## src/msd_pkg.sv

```systemverilog
`default_nettype none
package msd_pkg;

  // Register map of the serial port.
  localparam logic [4:0] ADDR_STEP_CURRENT = 5'h01;
  localparam logic [4:0] ADDR_DRIVE_OPTION = 5'h02;
  localparam logic [4:0] ADDR_POWER_LOADANGLE = 5'h03;
  localparam logic [4:0] ADDR_STATUS0 = 5'h04;
  localparam logic [4:0] ADDR_STATUS1 = 5'h05;
  localparam logic [4:0] ADDR_STATUS2 = 5'h06;
  localparam logic [4:0] ADDR_STATUS3 = 5'h07;

  // Command field, top three bits of the first byte.
  localparam logic [2:0] CMD_READ = 3'h0;
  localparam logic [2:0] CMD_WRITE = 3'h4;
  localparam int CMD_POS = 5;

  // Framing.
  localparam logic [2:0] LAST_BIT_OF_BYTE = 3'h7;
  localparam logic [4:0] CMD_BYTE_BITS = 5'h08;
  localparam logic [4:0] WRITE_PACKET_BITS = 5'h10;
  localparam logic [4:0] BIT_COUNT_MAX = 5'h1f;

  // Reset values.
  localparam logic [7:0] CFG_RESET = 8'h00;
  localparam logic [7:0] STATUS_RESET = 8'h00;
  localparam logic [7:0] UNMAPPED_READ = 8'h00;

  // Charge pump settling after leaving sleep.
  localparam int REF_CLK_MHZ = 20;
  localparam int CP_SETTLE_US = 1000;
  localparam int CP_SETTLE_CYCLES = (CP_SETTLE_US * REF_CLK_MHZ < 1) ? 1 : CP_SETTLE_US * REF_CLK_MHZ;

  typedef enum logic [2:0] {
    SM_MICRO32 = 3'b000,
    SM_MICRO16 = 3'b001,
    SM_MICRO8 = 3'b010,
    SM_MICRO4 = 3'b011,
    SM_HALF_COMP = 3'b100,
    SM_HALF_UNCOMP = 3'b101,
    SM_FULL = 3'b110,
    SM_UNUSED = 3'b111
  } msd_step_mode_t;

  typedef enum logic [1:0] {
    SLOPE_VERY_FAST = 2'b00,
    SLOPE_FAST = 2'b01,
    SLOPE_SLOW = 2'b10,
    SLOPE_VERY_SLOW = 2'b11
  } msd_slope_t;

  typedef enum logic [1:0] {
    PH_CMD = 2'b00,
    PH_DATA = 2'b01
  } msd_phase_t;

  typedef struct packed {
    msd_step_mode_t step_resolution_sel;
    logic [4:0] coil_amplitude_sel;
  } msd_step_cfg_t;

  typedef struct packed {
    logic dir_invert;
    logic step_on_falling;
    logic [1:0] unused;
    logic pwm_double;
    logic pwm_jitter;
    msd_slope_t slope_sel;
  } msd_drive_cfg_t;

  typedef struct packed {
    logic drive_enable;
    logic sleep;
    logic la_gain_quarter;
    logic la_transparent;
    logic [3:0] unused;
  } msd_power_cfg_t;

  typedef struct packed {
    logic [7:0] status3;
    logic [7:0] status2;
    logic [7:0] status1;
    logic [7:0] status0;
  } msd_status_t;

endpackage : msd_pkg
`default_nettype wire

```

## src/msd_spi_ctrl.sv

```systemverilog
`timescale 1ns/1ns
`default_nettype none
module msd_spi_ctrl #(
  parameter int SETTLE_CYCLES = msd_pkg::CP_SETTLE_CYCLES
) (
  // Clock and reset.
  input wire logic REF_CLK_IN,
  input wire logic RSTN_IN,
  // Serial port, mode 0.
  input wire logic SPI_CLK_IN,
  input wire logic SPI_CS_N_IN,
  input wire logic SPI_DI_IN,
  output logic SPI_DO_OUT,
  output logic SPI_DO_OE_OUT,
  // Status from the analog side.
  input wire msd_pkg::msd_status_t STATUS_IN,
  // Motion pins.
  input wire logic DIR_IN,
  input wire logic STEP_ADVANCE_PIN_IN,
  // Decoded controls.
  output logic STEP_PULSE_OUT,
  output logic ROTATE_CW_OUT,
  output logic DRIVERS_ENABLE_OUT,
  output logic SLEEP_OUT,
  output logic STEP_READY_OUT,
  output msd_pkg::msd_step_mode_t STEP_MODE_OUT,
  output logic STEP_MODE_VALID_OUT,
  output logic [4:0] COIL_AMPLITUDE_SEL_OUT,
  output msd_pkg::msd_slope_t SLOPE_SEL_OUT,
  output logic PWM_DOUBLE_OUT,
  output logic PWM_JITTER_OUT,
  output logic LA_GAIN_QUARTER_OUT,
  output logic LA_TRANSPARENT_OUT
);
  import msd_pkg::*;

  localparam int CW = $clog2(SETTLE_CYCLES + 1);
  localparam logic [CW-1:0] SETTLE_LOAD = CW'(SETTLE_CYCLES);

  generate
    if (SETTLE_CYCLES < 1) begin : g_bad_settle
      $error("SETTLE_CYCLES must be at least one");
    end
  endgenerate

  // Serial state.
  logic sclk_q, next_sclk_q;
  logic cs_n_q, next_cs_n_q;
  logic [2:0] bit_idx, next_bit_idx;
  logic load_due, next_load_due;
  logic [7:0] rx_shift, next_rx_shift;
  logic [7:0] tx_shift, next_tx_shift;
  msd_phase_t phase, next_phase;
  logic [4:0] addr, next_addr;
  logic wr_track, next_wr_track;
  logic [4:0] wr_bits, next_wr_bits;
  logic [7:0] wr_data, next_wr_data;
  logic do_q, next_do_q;
  logic do_oe, next_do_oe;

  // Register file and snapshot.
  msd_step_cfg_t step_current_config, next_step_current_config;
  msd_drive_cfg_t drive_option_config, next_drive_option_config;
  msd_power_cfg_t power_loadangle_config, next_power_loadangle_config;
  msd_status_t status_snap, next_status_snap;

  // Motion state.
  logic step_q, next_step_q;
  logic [CW-1:0] settle_cnt, next_settle_cnt;
  logic step_pulse, next_step_pulse;
  logic rotate_cw, next_rotate_cw;
  logic step_ready, next_step_ready;
  logic mode_valid, next_mode_valid;
  // Settle start is a one-cycle strobe from the commit logic to the motion group.
  logic settle_start;

  function automatic logic [7:0] read_reg(input logic [4:0] a, input msd_step_cfg_t c0,
                                          input msd_drive_cfg_t c1, input msd_power_cfg_t c2,
                                          input msd_status_t st);
    logic [7:0] v;
    v = UNMAPPED_READ;
    case (a)
      ADDR_STEP_CURRENT: v = c0;
      ADDR_DRIVE_OPTION: v = {c1.dir_invert, c1.step_on_falling, 2'b00, c1.pwm_double, c1.pwm_jitter, c1.slope_sel};
      ADDR_POWER_LOADANGLE: v = {c2.drive_enable, c2.sleep, c2.la_gain_quarter, c2.la_transparent, 4'h0};
      ADDR_STATUS0: v = st.status0;
      ADDR_STATUS1: v = st.status1;
      ADDR_STATUS2: v = st.status2;
      ADDR_STATUS3: v = st.status3;
      default: v = UNMAPPED_READ;
    endcase
    return v;
  endfunction : read_reg

  logic sclk_rise, sclk_fall, cs_rise, selected, step_edge;
  logic [7:0] rx_byte;

  always_comb begin
    selected = !SPI_CS_N_IN;
    sclk_rise = selected && SPI_CLK_IN && !sclk_q;
    sclk_fall = selected && !SPI_CLK_IN && sclk_q;
    cs_rise = SPI_CS_N_IN && !cs_n_q;
    rx_byte = {rx_shift[6:0], SPI_DI_IN};

    next_sclk_q = SPI_CLK_IN;
    next_cs_n_q = SPI_CS_N_IN;
    next_bit_idx = bit_idx;
    next_load_due = load_due;
    next_rx_shift = rx_shift;
    next_tx_shift = tx_shift;
    next_phase = phase;
    next_addr = addr;
    next_wr_track = wr_track;
    next_wr_bits = wr_bits;
    next_wr_data = wr_data;
    next_step_current_config = step_current_config;
    next_drive_option_config = drive_option_config;
    next_power_loadangle_config = power_loadangle_config;
    next_status_snap = status_snap;
    settle_start = 1'b0;

    if (sclk_rise) begin
      next_rx_shift = rx_byte;
      next_bit_idx = bit_idx + 3'd1;
      if (wr_track && wr_bits != BIT_COUNT_MAX) begin
        next_wr_bits = wr_bits + 5'd1;
      end
      if (bit_idx == LAST_BIT_OF_BYTE) begin
        next_load_due = 1'b1;
        if (phase == PH_DATA) begin
          next_wr_data = rx_byte;
          next_phase = PH_CMD;
        end else if (rx_byte[7:CMD_POS] == CMD_WRITE) begin
          next_addr = rx_byte[4:0];
          next_phase = PH_DATA;
          next_wr_track = 1'b1;
          next_wr_bits = CMD_BYTE_BITS;
        end else if (rx_byte[7:CMD_POS] == CMD_READ) begin
          next_addr = rx_byte[4:0];
        end
      end
    end

    if (sclk_fall) begin
      if (load_due) begin
        // Loading only here means the old value of a just-written register goes out first.
        next_tx_shift = read_reg(addr, step_current_config, drive_option_config,
                                 power_loadangle_config, status_snap);
        next_load_due = 1'b0;
      end else begin
        next_tx_shift = {tx_shift[6:0], 1'b0};
      end
    end

    if (SPI_CS_N_IN) begin
      next_status_snap = STATUS_IN;
      next_bit_idx = 3'd0;
      next_load_due = 1'b0;
      next_phase = PH_CMD;
      next_wr_track = 1'b0;
      next_wr_bits = 5'd0;
    end

    // A packet cut short or overrun must not land, so a write commits only when exactly sixteen bits follow from the start of its command byte.
    if (cs_rise && wr_track && wr_bits == WRITE_PACKET_BITS && bit_idx == 3'd0) begin
      case (addr)
        ADDR_STEP_CURRENT: next_step_current_config = wr_data;
        ADDR_DRIVE_OPTION: begin
          next_drive_option_config = wr_data;
          next_drive_option_config.unused = 2'b00;
        end
        ADDR_POWER_LOADANGLE: begin
          next_power_loadangle_config = wr_data;
          next_power_loadangle_config.unused = 4'h0;
          if (power_loadangle_config.sleep && !wr_data[6]) begin
            settle_start = 1'b1;
          end
        end
        default: next_step_current_config = step_current_config;
      endcase
    end
    next_mode_valid = (next_step_current_config.step_resolution_sel != SM_UNUSED);

    // Nothing is driven while deselected; the board's pull-up then holds the line high.
    next_do_q = next_tx_shift[7];
    next_do_oe = !SPI_CS_N_IN;
  end

  always_ff @(posedge REF_CLK_IN or negedge RSTN_IN) begin
    if (!RSTN_IN) begin
      sclk_q <= 1'b0;
      cs_n_q <= 1'b1;
      bit_idx <= 3'd0;
      load_due <= 1'b0;
      rx_shift <= CFG_RESET;
      tx_shift <= CFG_RESET;
      phase <= PH_CMD;
      addr <= 5'h00;
      wr_track <= 1'b0;
      wr_bits <= 5'd0;
      wr_data <= CFG_RESET;
      do_q <= 1'b0;
      do_oe <= 1'b0;
      step_current_config <= CFG_RESET;
      drive_option_config <= CFG_RESET;
      power_loadangle_config <= CFG_RESET;
      status_snap <= {4{STATUS_RESET}};
      mode_valid <= 1'b1;
    end else begin
      sclk_q <= next_sclk_q;
      cs_n_q <= next_cs_n_q;
      bit_idx <= next_bit_idx;
      load_due <= next_load_due;
      rx_shift <= next_rx_shift;
      tx_shift <= next_tx_shift;
      phase <= next_phase;
      addr <= next_addr;
      wr_track <= next_wr_track;
      wr_bits <= next_wr_bits;
      wr_data <= next_wr_data;
      do_q <= next_do_q;
      do_oe <= next_do_oe;
      step_current_config <= next_step_current_config;
      drive_option_config <= next_drive_option_config;
      power_loadangle_config <= next_power_loadangle_config;
      status_snap <= next_status_snap;
      mode_valid <= next_mode_valid;
    end
  end

  // Step pin, direction and charge pump settling.
  always_comb begin
    step_edge = drive_option_config.step_on_falling ? (step_q && !STEP_ADVANCE_PIN_IN)
                                                    : (!step_q && STEP_ADVANCE_PIN_IN);
    next_settle_cnt = (settle_cnt != '0) ? settle_cnt - CW'(1) : settle_cnt;
    if (settle_start) begin
      next_settle_cnt = SETTLE_LOAD;
    end
    next_step_ready = (next_settle_cnt == '0);
    next_step_q = STEP_ADVANCE_PIN_IN;
    // Stepping before the pump has settled would drive the coils from a weak gate supply.
    next_step_pulse = step_edge && !power_loadangle_config.sleep && step_ready;
    // In sleep the direction pin is ignored, so the last direction is held.
    next_rotate_cw = power_loadangle_config.sleep ? rotate_cw
                                                  : (DIR_IN == drive_option_config.dir_invert);
  end

  always_ff @(posedge REF_CLK_IN or negedge RSTN_IN) begin
    if (!RSTN_IN) begin
      step_q <= 1'b0;
      settle_cnt <= '0;
      step_ready <= 1'b1;
      step_pulse <= 1'b0;
      rotate_cw <= 1'b0;
    end else begin
      step_q <= next_step_q;
      settle_cnt <= next_settle_cnt;
      step_ready <= next_step_ready;
      step_pulse <= next_step_pulse;
      rotate_cw <= next_rotate_cw;
    end
  end

  // Decoded controls are register bits or registered step, direction, ready and mode-valid state, so they come straight from flip-flops.
  always_comb begin
    SPI_DO_OUT = do_q;
    SPI_DO_OE_OUT = do_oe;
    STEP_PULSE_OUT = step_pulse;
    ROTATE_CW_OUT = rotate_cw;
    STEP_READY_OUT = step_ready;
    SLEEP_OUT = power_loadangle_config.sleep;
    DRIVERS_ENABLE_OUT = power_loadangle_config.drive_enable;
    STEP_MODE_OUT = step_current_config.step_resolution_sel;
    STEP_MODE_VALID_OUT = mode_valid;
    COIL_AMPLITUDE_SEL_OUT = step_current_config.coil_amplitude_sel;
    SLOPE_SEL_OUT = drive_option_config.slope_sel;
    PWM_DOUBLE_OUT = drive_option_config.pwm_double;
    PWM_JITTER_OUT = drive_option_config.pwm_jitter;
    LA_GAIN_QUARTER_OUT = power_loadangle_config.la_gain_quarter;
    LA_TRANSPARENT_OUT = power_loadangle_config.la_transparent;
  end

endmodule : msd_spi_ctrl
`default_nettype wire

```

## config.mk

```make
export PLATFORM = sky130hd
export DESIGN_NAME = msd_spi_ctrl
export DESIGN_NICKNAME = d
export VERILOG_FILES = /design/src/msd_pkg.sv /design/src/msd_spi_ctrl.sv
export SDC_FILE = /design/constraint.sdc
export NUM_CORES = 1
export LEC_CHECK = 0
export ABC_AREA = 1
export BUFFER_PORTS_ARGS = -buffer_cell sky130_fd_sc_hd__buf_2
export CAP_MARGIN = 20
export CORE_MARGIN = 1.5
export CORE_UTILIZATION = 47
export DETAILED_ROUTE_END_ITERATION = 8
export PLACE_DENSITY = 0.66
export RECOVER_POWER = 50
export REMOVE_ABC_BUFFERS = 1
export SETUP_SLACK_MARGIN = 0.02
export SYNTH_ARGS = -nofsm -noshare
export SYNTH_HDL_FRONTEND = slang
export SYNTH_SLANG_ARGS = --single-unit
```

## constraint.sdc

```tcl
create_clock -name REF_CLK_IN -period 4.75 [get_ports REF_CLK_IN]
set_clock_uncertainty 0.15 [all_clocks]
set_input_delay 1.1875 -clock REF_CLK_IN [delete_from_list [all_inputs] [get_ports REF_CLK_IN]]
set_output_delay 1.1875 -clock REF_CLK_IN [all_outputs]
set_load 0.01 [all_outputs]
```

-- After elaboration in Yosys (flattened, before gate mapping)
Index checks and enable logic that the tools add are counted.
- logic and storage cells: 126
- bits in registers: 113
- output and inout bits: 22
- input bits: 39
- muxes and demuxes: 35
- reduce and logical (&&, ||, !) cells: 38
- bitwise logic cells: 1
- add/subtract/negate cells: 3
- equality and inequality tests: 15
- operators with widths (operator ; count):
    case mux 8 bit (7 select lines) ; 1
    2-to-1 mux 5 bit ; 8
    2-to-1 mux 15 bit ; 2
    2-to-1 mux 8 bit ; 3
    equality test 5 x 3 -> 1 bit, second input constant ; 4
    logical NOT 15 bit ; 1
    nonzero test 15 bit ; 1
    subtractor 15 x 1 -> 15 bit, second input constant ; 1
    logical AND 1 bit ; 14
    2-to-1 mux 1 bit ; 14
    equality test 5 x 2 -> 1 bit, second input constant ; 2
    2-to-1 mux 2 bit ; 5
    logical NOT 1 bit ; 8
    AND reduction 4 bit ; 2
    nonzero test 2 bit ; 4
    equality test 3 bit, second input constant ; 2
    logical NOT 3 bit ; 2
    2-to-1 mux 3 bit ; 2
    AND reduction 2 bit ; 3
    AND reduction 3 bit ; 2
    adder 5 x 1 -> 5 bit, second input constant ; 1
    equality test 5 x 1 -> 1 bit, second input constant ; 1
    equality test 5 bit, second input constant ; 1
    inequality test 5 bit, second input constant ; 1
    7 further kinds ; 7

-- Logic depth before layout (Yosys ltp)
- depth in word-level cells: 8
- mapped depth: 12
- gate-level depth less buffers: 12

-- Worst setup path before layout
No wires, ideal clock.
- kind: input to register
- from: input port SPI_CS_N_IN
- to: register wr_data[6]
- path buffers: 1
- setup slack: 2475 ps
- stages: 7
- library setup time: 130 ps
- data arrival time: 1995 ps
- required time: 4470 ps
- cells stage by stage: inv_2 -> nand3_4 -> nor2_2 -> inv_2 -> nor2_4 -> buf_2 -> o21ai_0
- cells in the longest elaborated chain, start to end: 4
- RTL lines (element ; RTL line ; RTL):
    start, declared ; msd_spi_ctrl.sv:11 ; input wire logic SPI_CS_N_IN,
    logical NOT 1 bit ; msd_spi_ctrl.sv:99 ; selected = !SPI_CS_N_IN;
    logical AND 1 bit (2 in a row) ; msd_spi_ctrl.sv:100 ; sclk_rise = selected && SPI_CLK_IN && !sclk_q;
    AND reduction 3 bit (no source line) ; n/a ;
    end signal, assigned ; msd_spi_ctrl.sv:220 ; wr_data <= next_wr_data;
    end, declared ; msd_spi_ctrl.sv:57 ; logic [7:0] wr_data, next_wr_data;
No other way between the ends.
A chain may end at the register's enable or synchronous reset.

==> report_table.html <==
<table>
<tr><th>Metric</th><th>Value</th></tr>
<tr><th colspan="2">Outcome</th></tr>
<tr><td>Status</td><td>finished, violations left</td></tr>
<tr><td>Failing checks</td><td>capacitance limit, slew limit</td></tr>
<tr><th colspan="2">Floorplan</th></tr>
<tr><td>Chip height</td><td>110 um</td></tr>
<tr><td>IO Count</td><td>61</td></tr>
<tr><td>Std cell rows</td><td>38</td></tr>
<tr><td>Floorplan Core Area</td><td>11,000 um^2</td></tr>
<tr><td>Starting utilization of the core area</td><td>0.490</td></tr>
<tr><td>Die span in x</td><td>between 100 and 150 um</td></tr>
<tr><td>Die area</td><td>12,200 um^2</td></tr>
<tr><th colspan="2">Global route</th></tr>
<tr><td>Maximum number of pins on one net before global-route repair</td><td>60</td></tr>
<tr><td>Wire length of the first global-routing pass</td><td>21.4 mm</td></tr>
<tr><td>Total global-route track usage</td><td>0.232</td></tr>
<tr><td>Total gr overflow</td><td>0</td></tr>
<tr><td>Number of antenna violations at the first check in global routing</td><td>0</td></tr>
<tr><td>Number of global-route vias before repair</td><td>4,414</td></tr>
<tr><th colspan="2">Worst setup path</th></tr>
<tr><td>Arrival time worst endpoint</td><td>~3.2 ns</td></tr>
<tr><td>Buffers &amp; Inverters on Critical Path</td><td>2</td></tr>
<tr><td>Crit start category</td><td>input pin</td></tr>
<tr><td>Element type at the critical path end</td><td>asynchronous set/reset pin</td></tr>
<tr><td>Highest-delay cell along the critical path</td><td>clkbuf_1</td></tr>
<tr><td>Peak per-stage delay on the critical path</td><td>1.44 ns</td></tr>
<tr><td>Highest fanout seen on the critical path</td><td>53</td></tr>
<tr><td>First element of the critical path</td><td>RSTN_IN</td></tr>
<tr><td>Req. time, crit path</td><td>4.69 ns</td></tr>
<tr><td>Origin of the critical flop-to-flop path</td><td>settle_cnt[0]$_DFF_PN0_</td></tr>
<tr><td>Cells traversed along the worst timing path</td><td>buf_4 -&gt; clkbuf_1</td></tr>
<tr><td>Top Family by Delay on Critical Path</td><td>buffers and inverters</td></tr>
<tr><td>WS Path Type</td><td>input pin to asynchronous set/reset pin</td></tr>
<tr><th colspan="2">Yosys</th></tr>
<tr><td>Number of warnings issued by yosys</td><td>0</td></tr>
<tr><td>Top_reg_cell synth</td><td>dfrtp_1</td></tr>
<tr><td>Syn Inst Count</td><td>674</td></tr>
<tr><td>Cells taking the most area after synthesis</td><td>dfrtp_1, nand2_1, inv_1</td></tr>
<tr><td>Post-synth top area share</td><td>0.504</td></tr>
<tr><td>Synthesized flop and latch total</td><td>112</td></tr>
<tr><td>Most common cell in the netlist</td><td>nand2_1</td></tr>
<tr><td>Synth top cells by count</td><td>nand2_1, dfrtp_1, inv_1</td></tr>
<tr><td>Avg Cell Area, Syn</td><td>around 8.0 um^2</td></tr>
<tr><td>Fraction of synthesis flops using an asynchronous set or reset pin</td><td>1.00</td></tr>
<tr><td>Sequential-to-total area share from yosys stat</td><td>0.519</td></tr>
<tr><td>Number of flops mapped to enable cells by yosys</td><td>0</td></tr>
<tr><td>Synth Cell Area</td><td>5410 um^2</td></tr>
<tr><td>Post-synth top area cell</td><td>dfrtp_1</td></tr>
<tr><td>Post-synth cell types</td><td>36</td></tr>
<tr><th colspan="2">Job</th></tr>
<tr><td>Number of maximum-capacitance violations</td><td>1</td></tr>
<tr><th colspan="2">Worst hold path</th></tr>
<tr><td>Hold/Removal Path Class</td><td>flop to flop</td></tr>
<tr><td>Hold path start</td><td>status_snap[5]$_DFFE_PN0P_</td></tr>
<tr><th colspan="2">Clocking</th></tr>
<tr><td>Clock H-tree levels</td><td>3</td></tr>
<tr><td>Post-CTS resize count</td><td>0</td></tr>
<tr><td>Clock buffers created by TritonCTS</td><td>9</td></tr>
<tr><td>Hold-fix buffers at CTS</td><td>0</td></tr>
<tr><td>Post-CTS repair timing setup buffer count</td><td>0</td></tr>
<tr><td>Clock root buffer master</td><td>clkbuf_16</td></tr>
<tr><td>Later-pin clock latency in the skew report</td><td>0.35 ns</td></tr>
<tr><td>Clock-pin slew on the worst setup and hold paths</td><td>0.06 ns</td></tr>
<tr><td>Maximum clock path buffer count</td><td>2</td></tr>
<tr><td>Sinks on Clock Net</td><td>112</td></tr>
<tr><td>CTS tree</td><td>done</td></tr>
<tr><th colspan="2">Pwr</th></tr>
<tr><td>Total power density per cell area</td><td>322 nW/um^2</td></tr>
<tr><td>Logic gate share of total power</td><td>0.065</td></tr>
<tr><td>Static Leak</td><td>3.15 nW</td></tr>
<tr><td>Net switching power figure</td><td>0.000450 W</td></tr>
<tr><td>Max IR drop VDD</td><td>255 uV</td></tr>
<tr><td>Proportion of power drawn by the clock network</td><td>0.410</td></tr>
<tr><td>Internal Pwr Total</td><td>roughly 0.0015 W</td></tr>
<tr><td>Sw Share</td><td>0.228</td></tr>
<tr><td>Portion of total power attributed to sequential cells</td><td>0.525</td></tr>
<tr><th colspan="2">Cells and area</th></tr>
<tr><td>Final layout net count</td><td>between 700 and 800</td></tr>
<tr><td>Growth of design area from synthesis to finish</td><td>13.5%</td></tr>
<tr><td>Area taken by multi-input logic gates</td><td>between 2000 and 2500 um^2</td></tr>
<tr><td>Count of filler cells inserted in the layout</td><td>1,067</td></tr>
<tr><td>Number of antenna repair diodes</td><td>0</td></tr>
<tr><td>Fraction of final layout cells sized beyond drive strength 1</td><td>0.161</td></tr>
<tr><td>Area taken by flip-flops and latches</td><td>approximately 2800 um^2</td></tr>
<tr><th colspan="2">Drt</th></tr>
<tr><td>Number of detailed-routing iterations run before antenna repair</td><td>5</td></tr>
<tr><td>Uppermost signal routing layer after detailed routing</td><td>met4</td></tr>
<tr><td>Residual DRC</td><td>0</td></tr>
<tr><td>1st-iter DRT viols</td><td>about 240</td></tr>
<tr><td>Total detailed-routing wirelength</td><td>12.6 mm</td></tr>
<tr><td>Ratio of routed vias to standard cells</td><td>5.09</td></tr>
<tr><td>Post-route ant nets</td><td>0</td></tr>
<tr><td>Final routed wire length divided by cell count</td><td>roughly 14 um</td></tr>
<tr><td>Routed met1 length</td><td>5.79 mm</td></tr>
<tr><td>Routed length on met3</td><td>578 um</td></tr>
<tr><td>Met2 wire length</td><td>between 6 and 7 mm</td></tr>
<tr><td>Via count of the routed design</td><td>about 4.5k</td></tr>
<tr><th colspan="2">Timing</th></tr>
<tr><td>Total negative slack for setup checks</td><td>0 ns</td></tr>
<tr><td>Final number of max-transition violations</td><td>35</td></tr>
<tr><td>Fmax</td><td>307 MHz</td></tr>
<tr><td>Hold Violations, Final</td><td>0</td></tr>
<tr><td>Final setup viols</td><td>0</td></tr>
<tr><td>Worst slew margin relative to its limit</td><td>-0.272</td></tr>
<tr><td>Final critical path time including I/O delays and setup</td><td>3.26 ns</td></tr>
<tr><td>Transition time of the tightest slew-check pin</td><td>~1.9 ns</td></tr>
<tr><td>RSZ-0062 raised after global routing</td><td>no</td></tr>
<tr><td>Final worst slack</td><td>1.49 ns</td></tr>
<tr><td>Final clock period utilization by the worst path</td><td>0.686</td></tr>
<tr><th colspan="2">Place</th></tr>
<tr><td>RePlAce Congestion</td><td>0.832</td></tr>
<tr><td>Count of buffers from port buffering</td><td>60</td></tr>
<tr><td>Setup slack after placement</td><td>1.40 ns</td></tr>
<tr><td>Half-perimeter wire length after detailed placement</td><td>just over 9 mm</td></tr>
</table>
[layer usage]
layer  track usage  up-vias
met5             0        -
met3        0.0547       13
met1         0.312     2132
met4        0.0678        0
met2         0.377      104
li1              -     2223
[final cells by class]
type | count | share of cell area
inverter | 109 | 0.0666
sequential | 112 | 0.457
clock buffer | 11 | 0.0395
clock inverter | 5 | 0.0128
multi-input combinational | 439 | 0.345
timing repair buffer | 62 | 0.0501
tap | 140 | 0.0285
[placed cells by master (no fill, tap or decap), types with 4 or more instances in the layout]
master | Yosys | routed
nor2_2 | 10 | 10
nand4_1 | 4 | 4
inv_2 | 13 | 13
clkbuf_1 | 4 | 5
o21ai_1 | 19 | 19
nor3_1 | 4 | 4
clkbuf_16 | 0 | 9
nand3_2 | 6 | 6
a21oi_1 | 22 | 22
nand2_1 | 198 | 198
inv_1 | 94 | 94
buf_2 | 4 | 57
nand3_1 | 25 | 25
o21ai_0 | 58 | 58
o22ai_1 | 9 | 9
nor2_1 | 52 | 52
ha_1 | 7 | 7
dfrtp_1 | 109 | 109
[power groups by stage]
stage	registers (W)	clock network (W)	logic (W)
floorplan	0.00105	0	0.0000648
global placement	0.00105	0	0.000127
detailed placement	0.00106	0	0.000132
CTS	0.00104	0.000830	0.000132
global route	0.00104	0.000865	0.000152
finish	0.00104	0.000811	0.000129
[per-stage QoR]
step,util,cells,instance area [um^2],power [W],hold slack (ns)
2_1_floorplan,-,660,5340,0.00111,0.292
3_3_place_gp,0.529,862,5830,0.00118,0.305
3_5_place_dp,0.529,862,5830,0.00119,0.309
4_1_cts,0.558,878,6150,0.00200,0.326
5_1_grt,0.557,878,6140,0.00206,0.354
6_report,0.557,878,6140,0.00198,0.325
[kinds of logic after synthesis]
logic type	synth area share
AND/OR/NAND/NOR	0.257
flip-flops	0.519
adder cells (fa/ha/maj)	0.0162
buffers and inverters	0.0890
XOR/XNOR	0.00486
AO/OA/AOI/OAI	0.114
[state kept, by name, summed over array words and instances (netlist names), 2 cells and up]
register                cells
wr_data                     8
wr_bits                     5
drive_option_config         2
tx_shift                    8
rx_shift                    7
SLOPE_SEL_OUT               2
bit_idx                     3
COIL_AMPLITUDE_SEL_OUT      5
STEP_MODE_OUT               3
addr                        5
status_snap                32
settle_cnt                 15
[path summary, 6_finish.rpt]
| check | endpoint | slack [ns] | cells past startpoint |
|---|---|---|---|
| max reg2reg | STEP_READY_OUT$_DFF_PN1_ | 2.67 | 10 |
| min | status_snap[5]$_DFFE_PN0P_ | 0.33 | 2 |
| min reg2reg | status_snap[5]$_DFFE_PN0P_ | 0.33 | 2 |
| min in group asynchronous | status_snap[27]$_DFFE_PN0P_ | 0.72 | 1 |
| max in group REF_CLK_IN | wr_bits[1]$_DFFE_PN0N_ | 1.77 | 6 |
| max | rx_shift[6]$_DFFE_PN0P_ | 1.49 | 2 |
No activity file was read; power rests on OpenSTA's default activity.
